--- src/psr_pkg.sv ---
// Purpose: shared constants and types for the synthesizer scan chain reconfiguration link
// Assumes: system clock of 4 ns; chain layout is one 18-bit field per post-scale counter, then a tail
// Notes:   chain bit 0 is the first bit shifted in
package psr_pkg;
  // per-counter field inside the chain
  localparam int CNT_BITS  = 8;        // high and low count width
  localparam int FLD_LEN   = 18;       // bits per counter field
  localparam int FLD_LOW   = 0;        // low count lsb
  localparam int FLD_HIGH  = 8;        // high count lsb
  localparam int FLD_BYP   = 16;       // bypass bit
  localparam int FLD_ODD   = 17;       // odd half-cycle correction bit
  // tail after the post-scale counters, offsets from its base
  localparam int TAIL_M    = 0;        // feedback counter field
  localparam int TAIL_N    = 18;       // pre-scale counter field
  localparam int TAIL_CP   = 36;       // pump current, 3 bits
  localparam int TAIL_K    = 39;       // post oscillator divider, 1 bit
  localparam int TAIL_LFC  = 40;       // filter capacitor, 2 bits
  localparam int TAIL_LFR  = 42;       // filter resistor, 5 bits
  localparam int TAIL_LEN  = 54;       // tail length incl. 7 unused bits
  localparam int NUM_C_WIDE   = 10;    // ten-output variant
  localparam int NUM_C_NARROW = 7;     // seven-output variant
  // synchroniser input positions in the device
  localparam int SY_CLK = 0;
  localparam int SY_EN  = 1;
  localparam int SY_DIN = 2;
  localparam int SY_UPD = 3;
  localparam int SY_RST = 4;
  // timing
  localparam int SYS_PERIOD_PS      = 4000;
  localparam int SCAN_MAX_MHZ       = 100;
  localparam int SCAN_MIN_PERIOD_PS = 1000000 / SCAN_MAX_MHZ;
  localparam int SCAN_HALF_CYC      = (SCAN_MIN_PERIOD_PS + 2 * SYS_PERIOD_PS - 1) / (2 * SYS_PERIOD_PS);
  localparam int ARST_MIN_PS        = 10000;
  localparam int ARST_CYC           = (ARST_MIN_PS + SYS_PERIOD_PS - 1) / SYS_PERIOD_PS;
  // controller register map
  localparam logic [7:0] REG_CTRL   = 8'h00;
  localparam logic [7:0] REG_STATUS = 8'h04;
  localparam logic [7:0] REG_IMAGE  = 8'h20;
  localparam int IMG_WORDS    = 8;     // image words, 256 bits
  localparam int CTRL_GO      = 0;     // write 1 to start
  localparam int CTRL_AUTORST = 1;     // pulse synth reset after update
  localparam int STAT_BUSY    = 0;     // sequence running
  localparam int STAT_PHASE   = 1;     // phase must be restored, write 1 clears
  localparam int STAT_RECONF  = 2;     // device busy line
  localparam logic CTRL_AUTORST_RST = 1'b1;
  localparam logic [FLD_LEN-1:0] CNT_CFG_RST = 18'h10000; // counter bypassed
  // chain length of a variant
  function automatic int chain_len(input int n);
    return n * FLD_LEN + TAIL_LEN;
  endfunction
  // controller sequence, gray along the path through ST_ARST; ST_WLO straight to ST_IDLE flips two bits
  typedef enum logic [2:0] {
    ST_IDLE  = 3'h0,
    ST_ENA   = 3'h1,
    ST_SHIFT = 3'h3,
    ST_STOP  = 3'h2,
    ST_UPD   = 3'h6,
    ST_WHI   = 3'h7,
    ST_WLO   = 3'h5,
    ST_ARST  = 3'h4
  } psr_state_type;
endpackage

--- src/psr_link_if.sv ---
// Purpose: serial reconfiguration link between controller and synthesizer
// Assumes: all signals are plain levels; receivers synchronise them
// Notes:   no clocking block
interface psr_link_if;
  logic scan_clk;     // shift clock from controller
  logic scan_en;      // shift enable, active high
  logic scan_din;     // serial data into chain
  logic cfg_apply;    // apply chain to live settings
  logic synth_rst;    // synthesizer reset, active high
  logic reconf_busy;  // update in progress
  logic scan_dout;    // chain contents out
  modport dev (input scan_clk, scan_en, scan_din, cfg_apply, synth_rst, output reconf_busy, scan_dout);
  modport ctl (output scan_clk, scan_en, scan_din, cfg_apply, synth_rst, input reconf_busy, scan_dout);
endinterface

--- src/psr_post_div.sv ---
// Purpose: one post-scale output divider with high/low counts, bypass and odd correction
// Assumes: oscillator runs at half the system clock; vco_i is its level this cycle
// Notes:   a new setting waits for the start of the next output period
module psr_post_div
  import psr_pkg::*;
(
  input  wire logic               clk_i,
  input  wire logic               rst_i,
  input  wire logic               ce_i,
  input  wire logic               vco_i,
  input  wire logic               restart_i,
  input  wire logic               load_i,
  input  wire logic [FLD_LEN-1:0] cfg_i,
  output logic                    busy_o,
  output logic                    div_o
);
  typedef struct packed {
    logic [FLD_LEN-1:0] live;  // setting in use
    logic [FLD_LEN-1:0] pend;  // setting waiting for boundary
    logic               busy;  // pend not yet taken
    logic [9:0]         cnt;   // half cycles left in phase
    logic               out;   // divided clock
  } psr_div_type;

  psr_div_type s, next_s;
  logic [FLD_LEN-1:0] use_cfg;  // setting for this cycle
  logic               bound;    // period boundary on an oscillator rise

  // count in half oscillator cycles, zero stands for 256
  function automatic logic [9:0] half_cyc(input logic [CNT_BITS-1:0] v);
    return (v == 8'h00) ? 10'h200 : {1'b0, v, 1'b0};
  endfunction

  // next state
  always_comb begin
    next_s = s;
    bound  = (s.live[FLD_BYP] || (s.cnt == 10'h000 && !s.out)) && !vco_i;
    use_cfg = s.live;
    if (load_i) begin
      next_s.pend = cfg_i;
      next_s.busy = 1'b1;
    end
    if (bound && s.busy) begin
      use_cfg     = s.pend;
      next_s.live = s.pend;
      next_s.busy = load_i;
    end
    if (restart_i) begin
      next_s.out = 1'b0;
      next_s.cnt = 10'h000;
    end else if (use_cfg[FLD_BYP]) begin
      next_s.out = !vco_i;
      next_s.cnt = 10'h000;
    end else if (bound) begin
      next_s.out = 1'b1;
      next_s.cnt = half_cyc(use_cfg[FLD_HIGH +: CNT_BITS]) - {9'h000, use_cfg[FLD_ODD]} - 10'h001;
    end else if (s.cnt != 10'h000) begin
      next_s.cnt = s.cnt - 10'h001;
    end else if (s.out) begin
      next_s.out = 1'b0;
      next_s.cnt = half_cyc(use_cfg[FLD_LOW +: CNT_BITS]) + {9'h000, use_cfg[FLD_ODD]} - 10'h001;
    end
  end

  // state register
  always_ff @(posedge clk_i) begin
    if (rst_i) begin
      s      <= '0;
      s.live <= CNT_CFG_RST;
    end else if (ce_i) begin
      s <= next_s;
    end
  end

  assign busy_o = s.busy;
  assign div_o  = s.out;
endmodule

--- src/psr_synth_dev.sv ---
// Purpose: synthesizer end: scan chain, update of live settings, post-scale dividers
// Assumes: link inputs are asynchronous; shift clock sampled by the system clock
// Notes:   oscillator modelled as the system clock divided by two
module psr_synth_dev
  import psr_pkg::*;
#(
  parameter int NUM_C = NUM_C_WIDE
)(
  input  wire logic             CLK_SYS_I,
  input  wire logic             RST_I,
  input  wire logic             CE_I,
  psr_link_if.dev               LINK,
  output logic [NUM_C-1:0]      CLK_OUT_O,
  output logic [FLD_LEN-1:0]    MULT_O,
  output logic [FLD_LEN-1:0]    PREDIV_O,
  output logic [2:0]            PUMP_O,
  output logic                  VCO_DIV_O,
  output logic [1:0]            LF_C_O,
  output logic [4:0]            LF_R_O,
  output logic                  SYNTH_RST_O
);
  localparam int LEN  = chain_len(NUM_C);  // chain length
  localparam int TAIL = NUM_C * FLD_LEN;   // tail base

  if (NUM_C != NUM_C_WIDE && NUM_C != NUM_C_NARROW) begin : g_bad
    $error("NUM_C must be 7 or 10");
  end

  typedef struct packed {
    logic [4:0]     sy1;       // first sync stage
    logic [4:0]     sy2;       // second sync stage
    logic           clk_prev;  // shift clock last cycle
    logic           en_seen;   // enable at last rise
    logic           upd_prev;  // apply at last rise
    logic [LEN-1:0] chain;     // scan chain
    logic           sdo;       // serial out
    logic [LEN-1:0] shadow;    // applied settings
    logic           apply;     // load pulse to counters
    logic           arming;    // load pulse delayed one cycle
    logic           busy;      // reconfiguration running
    logic           vco;       // oscillator level
    logic           synth_rst; // synthesizer reset
  } psr_dev_type;

  psr_dev_type      s, next_s;
  logic [NUM_C-1:0] cnt_busy;  // counters still pending
  logic             rise;      // shift clock rising edge

  // default settings: every counter bypassed
  function automatic logic [LEN-1:0] def_chain();
    logic [LEN-1:0] c;
    c = '0;
    for (int j = 0; j < NUM_C; j++) begin
      c[j * FLD_LEN + FLD_BYP] = 1'b1;
    end
    return c;
  endfunction

  // next state
  always_comb begin
    next_s     = s;
    next_s.sy1 = {LINK.synth_rst, LINK.cfg_apply, LINK.scan_din, LINK.scan_en, LINK.scan_clk};
    next_s.sy2 = s.sy1;
    next_s.clk_prev = s.sy2[SY_CLK];
    rise = s.sy2[SY_CLK] && !s.clk_prev;
    next_s.vco       = !s.vco;
    next_s.synth_rst = s.sy2[SY_RST];
    next_s.apply     = 1'b0;
    next_s.arming    = s.apply;
    if (rise) begin
      next_s.en_seen  = s.sy2[SY_EN];
      next_s.upd_prev = s.sy2[SY_UPD];
      if (s.en_seen && s.sy2[SY_EN]) begin
        next_s.chain = {s.sy2[SY_DIN], s.chain[LEN-1:1]};
      end
      if (s.sy2[SY_UPD] && !s.upd_prev && !s.busy) begin
        next_s.shadow = s.chain;
        next_s.apply  = 1'b1;
        next_s.busy   = 1'b1;
      end
    end
    next_s.sdo = next_s.chain[0];
    if (s.busy && !s.apply && !s.arming && cnt_busy == '0) begin
      next_s.busy = 1'b0;
    end
  end

  // state register
  always_ff @(posedge CLK_SYS_I) begin
    if (RST_I) begin
      s        <= '0;
      s.shadow <= def_chain();
    end else if (CE_I) begin
      s <= next_s;
    end
  end

  // post-scale dividers, counter j at the chain end for lowest index last
  for (genvar j = 0; j < NUM_C; j++) begin : g_div
    psr_post_div u_div (
      .clk_i     (CLK_SYS_I),
      .rst_i     (RST_I),
      .ce_i      (CE_I),
      .vco_i     (s.vco),
      .restart_i (s.synth_rst),
      .load_i    (s.apply),
      .cfg_i     (s.shadow[(NUM_C - 1 - j) * FLD_LEN +: FLD_LEN]),
      .busy_o    (cnt_busy[j]),
      .div_o     (CLK_OUT_O[j])
    );
  end

  // link outputs
  assign LINK.reconf_busy = s.busy;
  assign LINK.scan_dout   = s.sdo;

  // applied tail settings
  assign MULT_O      = s.shadow[TAIL + TAIL_M +: FLD_LEN];
  assign PREDIV_O    = s.shadow[TAIL + TAIL_N +: FLD_LEN];
  assign PUMP_O      = s.shadow[TAIL + TAIL_CP +: 3];
  assign VCO_DIV_O   = s.shadow[TAIL + TAIL_K];
  assign LF_C_O      = s.shadow[TAIL + TAIL_LFC +: 2];
  assign LF_R_O      = s.shadow[TAIL + TAIL_LFR +: 5];
  assign SYNTH_RST_O = s.synth_rst;
endmodule

--- src/flat_wrapper.sv ---
// flat-port wrapper written by rule: the top's interface ports become plain ports
module psr_synth_dev_flat import psr_pkg::*;
#(
  parameter int NUM_C = NUM_C_WIDE
)
  (CLK_SYS_I, RST_I, CE_I, CLK_OUT_O, MULT_O, PREDIV_O, PUMP_O, VCO_DIV_O, LF_C_O, LF_R_O, SYNTH_RST_O, LINK_scan_clk, LINK_scan_en, LINK_scan_din, LINK_cfg_apply, LINK_synth_rst, LINK_reconf_busy, LINK_scan_dout);
  psr_link_if LINK_i ();
  input  wire logic CLK_SYS_I;
  input  wire logic RST_I;
  input  wire logic CE_I;
  output logic [NUM_C-1:0] CLK_OUT_O;
  output logic [FLD_LEN-1:0] MULT_O;
  output logic [FLD_LEN-1:0] PREDIV_O;
  output logic [2:0] PUMP_O;
  output logic VCO_DIV_O;
  output logic [1:0] LF_C_O;
  output logic [4:0] LF_R_O;
  output logic SYNTH_RST_O;
  input wire logic [$bits(LINK_i.scan_clk)-1:0] LINK_scan_clk;
  input wire logic [$bits(LINK_i.scan_en)-1:0] LINK_scan_en;
  input wire logic [$bits(LINK_i.scan_din)-1:0] LINK_scan_din;
  input wire logic [$bits(LINK_i.cfg_apply)-1:0] LINK_cfg_apply;
  input wire logic [$bits(LINK_i.synth_rst)-1:0] LINK_synth_rst;
  output wire logic [$bits(LINK_i.reconf_busy)-1:0] LINK_reconf_busy;
  output wire logic [$bits(LINK_i.scan_dout)-1:0] LINK_scan_dout;
  assign LINK_i.scan_clk = LINK_scan_clk;
  assign LINK_i.scan_en = LINK_scan_en;
  assign LINK_i.scan_din = LINK_scan_din;
  assign LINK_i.cfg_apply = LINK_cfg_apply;
  assign LINK_i.synth_rst = LINK_synth_rst;
  assign LINK_reconf_busy = LINK_i.reconf_busy;
  assign LINK_scan_dout = LINK_i.scan_dout;
  psr_synth_dev #(.NUM_C(NUM_C)) u_core (.CLK_SYS_I(CLK_SYS_I), .RST_I(RST_I), .CE_I(CE_I), .LINK(LINK_i), .CLK_OUT_O(CLK_OUT_O), .MULT_O(MULT_O), .PREDIV_O(PREDIV_O), .PUMP_O(PUMP_O), .VCO_DIV_O(VCO_DIV_O), .LF_C_O(LF_C_O), .LF_R_O(LF_R_O), .SYNTH_RST_O(SYNTH_RST_O));
endmodule
--- config.mk ---
export PLATFORM = sky130hd
export DESIGN_NAME = psr_synth_dev_flat
export DESIGN_NICKNAME = d
export VERILOG_FILES = /design/src/psr_pkg.sv /design/src/psr_link_if.sv /design/src/psr_post_div.sv /design/src/psr_synth_dev.sv /design/src/flat_wrapper.sv
export SDC_FILE = /design/constraint.sdc
export NUM_CORES = 2
export LEC_CHECK = 0
export ABC_AREA = 1
export BUFFER_PORTS_ARGS = -buffer_cell sky130_fd_sc_hd__buf_4
export CORE_MARGIN = 2
export CORE_UTILIZATION = 57
export CTS_CLUSTER_DIAMETER = 150
export CTS_CLUSTER_SIZE = 20
export DETAILED_ROUTE_END_ITERATION = 6
export GPL_TIMING_DRIVEN = 0
export PLACE_DENSITY_LB_ADDON = 0.25
export SLEW_MARGIN = 40
export SYNTH_ARGS = -nofsm -noshare
export SYNTH_HDL_FRONTEND = slang
export SYNTH_SLANG_ARGS = --single-unit
--- constraint.sdc ---
create_clock -name CLK_SYS_I -period 2.9 [get_ports CLK_SYS_I]
set_clock_uncertainty 0.1 [all_clocks]
set_input_delay 0.58 -clock CLK_SYS_I [delete_from_list [all_inputs] [get_ports CLK_SYS_I]]
set_output_delay 0.58 -clock CLK_SYS_I [all_outputs]
set_load 0.03 [all_outputs]
### After elaboration in Yosys (flattened, before gate mapping)

Cells that the tools add are included.

| word-level totals | value |
|---|---|
| word-level logic and storage cells | 399 |
| register bits after elaboration | 959 |

| cells by class | value |
|---|---|
| add/subtract/negate cells | 50 |
| multiplexer cells | 115 |
| equality and inequality tests | 10 |
| reduce and logical (&&, ||, !) cells | 161 |

Operators with widths:

| kind | count |
|---|---|
| $mux W11 | 40 |
| $mux W10 | 30 |
| $sub A10 B1 Y10 const B | 30 |
| $mux W18 | 10 |
| $logic_not A8 Y1 | 20 |
| $logic_not A10 Y1 | 11 |
| $add A10 B1 Y10 | 10 |
| $reduce_bool A10 Y1 | 10 |
| $sub A10 B1 Y10 | 10 |
| $reduce_and A2 Y1 | 32 |
| $reduce_bool A5 Y1 | 10 |
| $ne A4 B3 Y1 const B | 10 |
| $logic_and A1 B1 Y1 | 37 |
| $mux W1 | 35 |
| $reduce_bool A2 Y1 | 12 |
| $logic_not A1 Y1 | 16 |
| $logic_or A1 B1 Y1 | 10 |
| $reduce_and A3 Y1 | 3 |

### Longest topological paths before layout

| depth | value |
|---|---|
| depth in word-level cells | 15 |
| mapped depth | 23 |
| mapped depth without buffers | 22 |

### Cells and area by module

From an unflattened synthesis, not the netlist that was laid out.

| second synthesis, totals | value |
|---|---|
| cells, all modules | 6975 |
| area total of the unflattened synthesis | 47655.7 µm² |

By module, submodules not included:

| module | instances | cells an instance | area each (µm²) | seq. area each (µm²) |
|---|---|---|---|---|
| psr_synth_dev | 1 | 2600 | 18709.2 | 9589.2 |
| psr_post_div (u_core.g_div[0].u_div ...) | 5 | 440 | 2919.0 | 960.9 |
| psr_post_div (u_core.g_div[1].u_div ...) | 5 | 435 | 2870.3 | 960.9 |

### Least setup slack after synthesis

Ideal clock, no wire load.

| timing path | value |
|---|---|
| kind | reg-to-reg |
| start | register u_core.g_div[0].u_div.s[1] (netlist name) |
| end | register u_core.g_div[0].u_div.s[9] (netlist name) |
| stages on the path, launching flop included | 21 |
| setup slack | 277 ps |
| data arrival time | 2391 ps |
| buffers on the path | 1 |
| clock period less this slack | 2623 ps |
| required time | 2668 ps |
| cells stage by stage | dfxtp_1 -> inv_1 -> ha_1 -> inv_1 -> nor3_1 -> nand3_2 -> nand2_2 -> nand3_4 -> buf_6 -> or2_0 -> o21ai_2 -> ha_1 -> nand3_1 -> nor2_1 -> nand2_1 -> nand2_2 -> nand3_1 -> nand2_1 -> nand3_1 -> nand3_1 -> a21oi_1 |

| between the ends | value |
|---|---|
| longest elaborated chain between the ends | 15 |
| elaborated cells between the ends (all ways) | 23 |
| those cells by class | 5 x add/sub; 8 x mux; 10 x reduce/logical |

RTL lines:

| item | RTL line | source |
|---|---|---|
| start, declared | psr_post_div.sv:25 | `psr_div_type s, next_s;` |
| start signal, assigned | psr_post_div.sv:71 | `s <= next_s;` |
| $logic_not A10 Y1 | psr_post_div.sv:37 | `bound = (s.live[FLD_BYP] \|\| (s.cnt == 10'h000 && !s.out)) && !vco_i;` |
| $logic_and A1 B1 Y1 | psr_post_div.sv:37 |  |
| $logic_or A1 B1 Y1 | psr_post_div.sv:37 |  |
| $logic_and A1 B1 Y1 | psr_post_div.sv:37 |  |
| $logic_and A1 B1 Y1 | psr_post_div.sv:43 | `if (bound && s.busy) begin` |
| $mux W18 | -- |  |
| $logic_not A8 Y1 | psr_post_div.sv:31 | `return (v == 8'h00) ? 10'h200 : {1'b0, v, 1'b0};` |
| $mux W10 | psr_post_div.sv:31 |  |
| $add A10 B1 Y10 | psr_post_div.sv:61 | `next_s.cnt = half_cyc(use_cfg[FLD_LOW +: CNT_BITS]) + {9'h000, use_cfg[FLD_ODD]} - 10'h001;` |
| $sub A10 B1 Y10 | psr_post_div.sv:61 |  |
| $mux W11 | psr_post_div.sv:59 | `end else if (s.out) begin` |
| $mux W10 | psr_post_div.sv:57 | `end else if (s.cnt != 10'h000) begin` |
| $mux W11 | psr_post_div.sv:54 | `end else if (bound) begin` |
| $mux W11 | psr_post_div.sv:51 | `end else if (use_cfg[FLD_BYP]) begin` |
| $mux W11 | psr_post_div.sv:48 | `if (restart_i) begin` |

Several ways; a longest one is shown, not always the timed one. The select of a mux whose other input is x is not followed.
A chain may end at the register's enable or synchronous reset.

### Worst setup path in the final report

| timing path | value |
|---|---|
| start | register u_core.s[1] (netlist name) |
| end | register u_core.g_div[5].u_div.s[4] (netlist name) |

| between the ends | value |
|---|---|
| longest elaborated chain between the ends | 13 |
| elaborated cells between the ends (all ways) | 19 |
| those cells by class | 4 x add/sub; 8 x mux; 7 x reduce/logical |

RTL lines:

| item | RTL line | source |
|---|---|---|
| start, declared | psr_synth_dev.sv:45 | `psr_dev_type s, next_s;` |
| start signal, assigned | psr_synth_dev.sv:94 | `s <= next_s;` |
| $logic_not A1 Y1 (*) | psr_post_div.sv:37 |  |
| $logic_and A1 B1 Y1 (*) | psr_post_div.sv:37 |  |
| $logic_and A1 B1 Y1 | psr_post_div.sv:43 |  |
| $mux W18 | -- |  |
| $logic_not A8 Y1 | psr_post_div.sv:31 |  |
| $mux W10 | psr_post_div.sv:31 |  |
| $add A10 B1 Y10 | psr_post_div.sv:61 |  |
| $sub A10 B1 Y10 | psr_post_div.sv:61 |  |
| $mux W11 | psr_post_div.sv:59 |  |
| $mux W10 | psr_post_div.sv:57 |  |
| $mux W11 | psr_post_div.sv:54 |  |
| $mux W11 | psr_post_div.sv:51 |  |
| $mux W11 | psr_post_div.sv:48 |  |
| end signal, assigned | psr_post_div.sv:71 |  |
| end, declared | psr_post_div.sv:25 |  |

Mark *: on every way between the ends. The rest lies on a longest branch, timed or not. The select of a mux whose other input is x is not followed.

==> flow_summary_export.csv <==
group,metric,value,unit
run_status,outcome,"complete, but fails checks",
run_status,failed_checks,"setup timing",
floorplanning,die_w,284,um
clock_network,hold_buffers,0,
setup_path,cp.arrival,3.48,ns
clock_network,cts_inserted_buffers,53,
finish,nets,6740,
drt,via_per_inst,5.65,
placed_design,hpwl,106,mm
setup_path,cp-start-kind,"register",
synth,seq_area_frac_synth,0.430,
setup_path,worst-setup-path-type,"reg2reg",
sta,final-hold-violation-count,0,
sta,max-slew-margin-rel,0.338,
synth,synth_edf_count,0,
sta,setup_ws,-0.104,ns
synth,yosys.area.top_type,"dfxtp_1",
floorplanning,die_y,284,um
finish,regArea,19200,um^2
synth,yosysWarnings,0,
clock_network,clock_sinks,959,
synth,synth-xor-area-share,0.0106,
clock_network,cts_max_level,2,
finish,n_fill_cell,7142,
sta,drv_slew,0,
setup_path,endpoint_kind,"register",
synth,synth_compound_area_frac,0.179,
power_and_ir_drop,powerDensity,517,nW/um^2
synth,ys_ff_latch,959,
synth,syn_nets,6499,
drt,drtPass1Iterations,7,
clock_network,cts_tree,"yes",
drt,wire_per_inst,18.7,um
power_and_ir_drop,worst_ir_drop_vdd,0.000455,V
clock_network,cts.clk_slew.worst_paths,0.09,ns
sta,post-route-min-period,3.00,ns
sta,max_freq,0.333,GHz
global_route,grt_max_degree,21,
placed_design,portBuffers,66,
sta,min_period_over_period,1.04,
sta,rsz0062_at_grt,"true",
synth,synthAdderAreaFrac,0.0112,
floorplanning,rows,102,
finish,syn_to_final_growth,12.6,%
sta,setup_viol,7,
global_route,grt_pass1_vias,38000,
job,max-cap-violations,0,
floorplanning,die_area,80700,um^2
synth,yosysTopAreaCellShare,0.430,
global_route,antenna_found_initial,2,
finish,layout-drive-gt1-share,0.124,
clock_network,worstSkewPairLatency,0.67,ns
setup_path,critical_path_required,3.38,ns
synth,synth_flop_cell,"dfxtp_1",
synth,synth.area.mux_share,0.000980,
synth,synth_area,44700,um^2
placed_design,gp_congestion,1.02,
clock_network,cts_buffer_depth,3,
global_route,grt_usage,0.340,
synth,async_flop_share,0,
drt,drc,0,
synth,synth_area_leaders,"dfxtp_1 43%, nor2_1 11%, o21ai_0 9.4%, nand2_1 8.0%, inv_1 5.3%",
floorplanning,io_pins,68,
synth,avgSynthCellArea,6.93,um^2
finish,utilization,0.648,
clock_network,root_buffer,"clkbuf_16",
synth,synth_most_common_cell,"nor2_1",
power_and_ir_drop,power,26.0,mW
drt,drt-initial-drc-count,5064,
synth,synthSimpleGateAreaFrac,0.267,
sta,max_slew.worst_pin.slew,0.994,ns
sta,final.setup.tns,-0.281,ns
drt,dr_total_vias,43700,
drt,ant_nets,0,
synth,yosys.cell_types.count,60,
drt,postRouteWirelength,145,mm
global_route,grt_overflow,0,
synth,ys_top_cells_by_count,"1315 x nor2_1, 959 x dfxtp_1, 949 x nand2_1",
global_route,grt_pass1_wl,218,mm
synth,synth_cells,6451,
power_and_ir_drop,leakage,23.0,nW
setup_path,critPathMaxFanout,10,
floorplanning,start_util,0.576,
finish,multiInputGateArea,22200,um^2
hold_path,min_path_type,"in2reg",
floorplanning,core_area,77600,um^2
synth,synth_top_family_by_area,"simple AND/OR/NAND/NOR gates",
-- registers in the layout, summed over array words and instances (netlist names) --
signal and flops:
u_core.LF_C_O 2, u_core.LF_R_O 5, u_core.LINK.reconf_busy 1, u_core.MULT_O 18, u_core.PREDIV_O 18, u_core.PUMP_O 3, u_core.SYNTH_RST_O 1, u_core.VCO_DIV_O 1
u_core.g_div.u_div.busy_o 10, u_core.g_div.u_div.div_o 10, u_core.g_div.u_div.s 460, u_core.next_s 8, u_core.s 422
-- worst max-delay path: stages (launching register included) --
cell,delay (ns)
dfxtp_1,0.36
bufinv_16,0.30
buf_4,0.24
clkbuf_2,0.43
nand4_1,0.37
nand2_1,0.17
clkinv_1,0.24
o21ai_0,0.28
a21oi_1,0.09
nor2_1,0.15
nand2_1,0.08
a21oi_1,0.11
-- per-stage QoR --
stage	area, um^2	hold slack [ns]	worst slack, ns	cells
2_1_floorplan	44700	0.324	0.277	6451
3_3_place_gp	46500	0.334	-0.899	7557
3_5_place_dp	46500	0.340	-0.592	7558
4_1_cts	48500	0.0219	-0.00446	7648
5_1_grt	50300	0.0583	-0.113	7734
6_report	50300	0.0405	-0.104	7736
-- cells in the final DEF, fill, tap and decap left out, types with 12 or more instances in the layout --
cell type	count
nand2_1	918
dfxtp_2	26
clkbuf_16	55
a21oi_1	389
nor3_1	34
buf_4	255
nand2_4	15
nor2_4	31
o21ai_0	835
nand4_1	120
nand3_1	182
nor2_2	43
o21ai_2	42
xnor2_1	19
nand3_4	25
o21ai_1	28
o21ai_4	22
clkbuf_2	20
ha_1	17
buf_1	24
nand2_2	56
inv_2	55
clkbuf_1	269
ha_4	15
nor2_1	1285
dfxtp_1	930
o211ai_1	99
inv_1	593
nand3_2	39
xor2_1	35
buf_6	12
-- path summary, 6_finish.rpt --
kind / start / endpoint / slack [ns] / cells past startpoint
worst max-delay path: u_core.s[1] / u_core.g_div[5].u_div.s[4] / -0.10 / 11
worst min-delay path: LINK_scan_clk / u_core.next_s[477] / 0.04 / 3
worst min register to register: u_core.s[21] / u_core.s[21] / 0.36 / 2
worst max register to register: u_core.s[1] / u_core.g_div[5].u_div.s[4] / -0.10 / 11
-- area by class of cell --
| cell class | count | area share |
|---|---|---|
| clock inverters | 3 | 0.00137 |
| flip-flops and latches | 959 | 0.382 |
| clock buffers | 54 | 0.0264 |
| well taps | 1040 | 0.0259 |
| multi-input cells | 4399 | 0.441 |
| inverters | 672 | 0.0519 |
| repair buffers | 187 | 0.0292 |
| diodes | 2 | 0.0000995 |
| plain buffers | 420 | 0.0416 |
-- repair_timing --
| action | 4_1_cts | 5_1_grt |
|---|---|---|
| cloned | 0 | 2 |
| buffers inserted | 33 | 85 |
| pin swaps | 27 | 130 |
| resized for setup | 96 | 289 |
| setup endpoints to repair | 131 | 325 |
-- logic make-up (layout without fill, tap and decap cells) --
logic type                 count (synthesis)  after routing
and+or+nand+nor                         2827           2827
AOI/OAI and AO/OA                       1474           1474
buffers and inverters                   1093           1336
other                                      0              2
muxes                                      4              4
adders and majority gates                 40             40
DFF                                      959            959
xor gates and xnor gates                  54             54
-- power by group --
part	internal, mW	switching [mW]
clock network	3.29	4.44
logic	1.54	3.05
registers	13.5	0.207
total	18.3	7.70
-- layer usage --
layer | routed length [um] | vias up | part of all wire | GRT usage
met1 | 63700 | 20200 | 0.44 | 0.506
li1 | - | 21200 | - | -
met3 | 16200 | 285 | 0.11 | 0.0637
met5 | 15 | - | 0.00010 | 0
met4 | 4730 | 2 | 0.033 | 0.0971
met2 | 60300 | 2033 | 0.42 | 0.499
(Power assumes the default switching activity.)
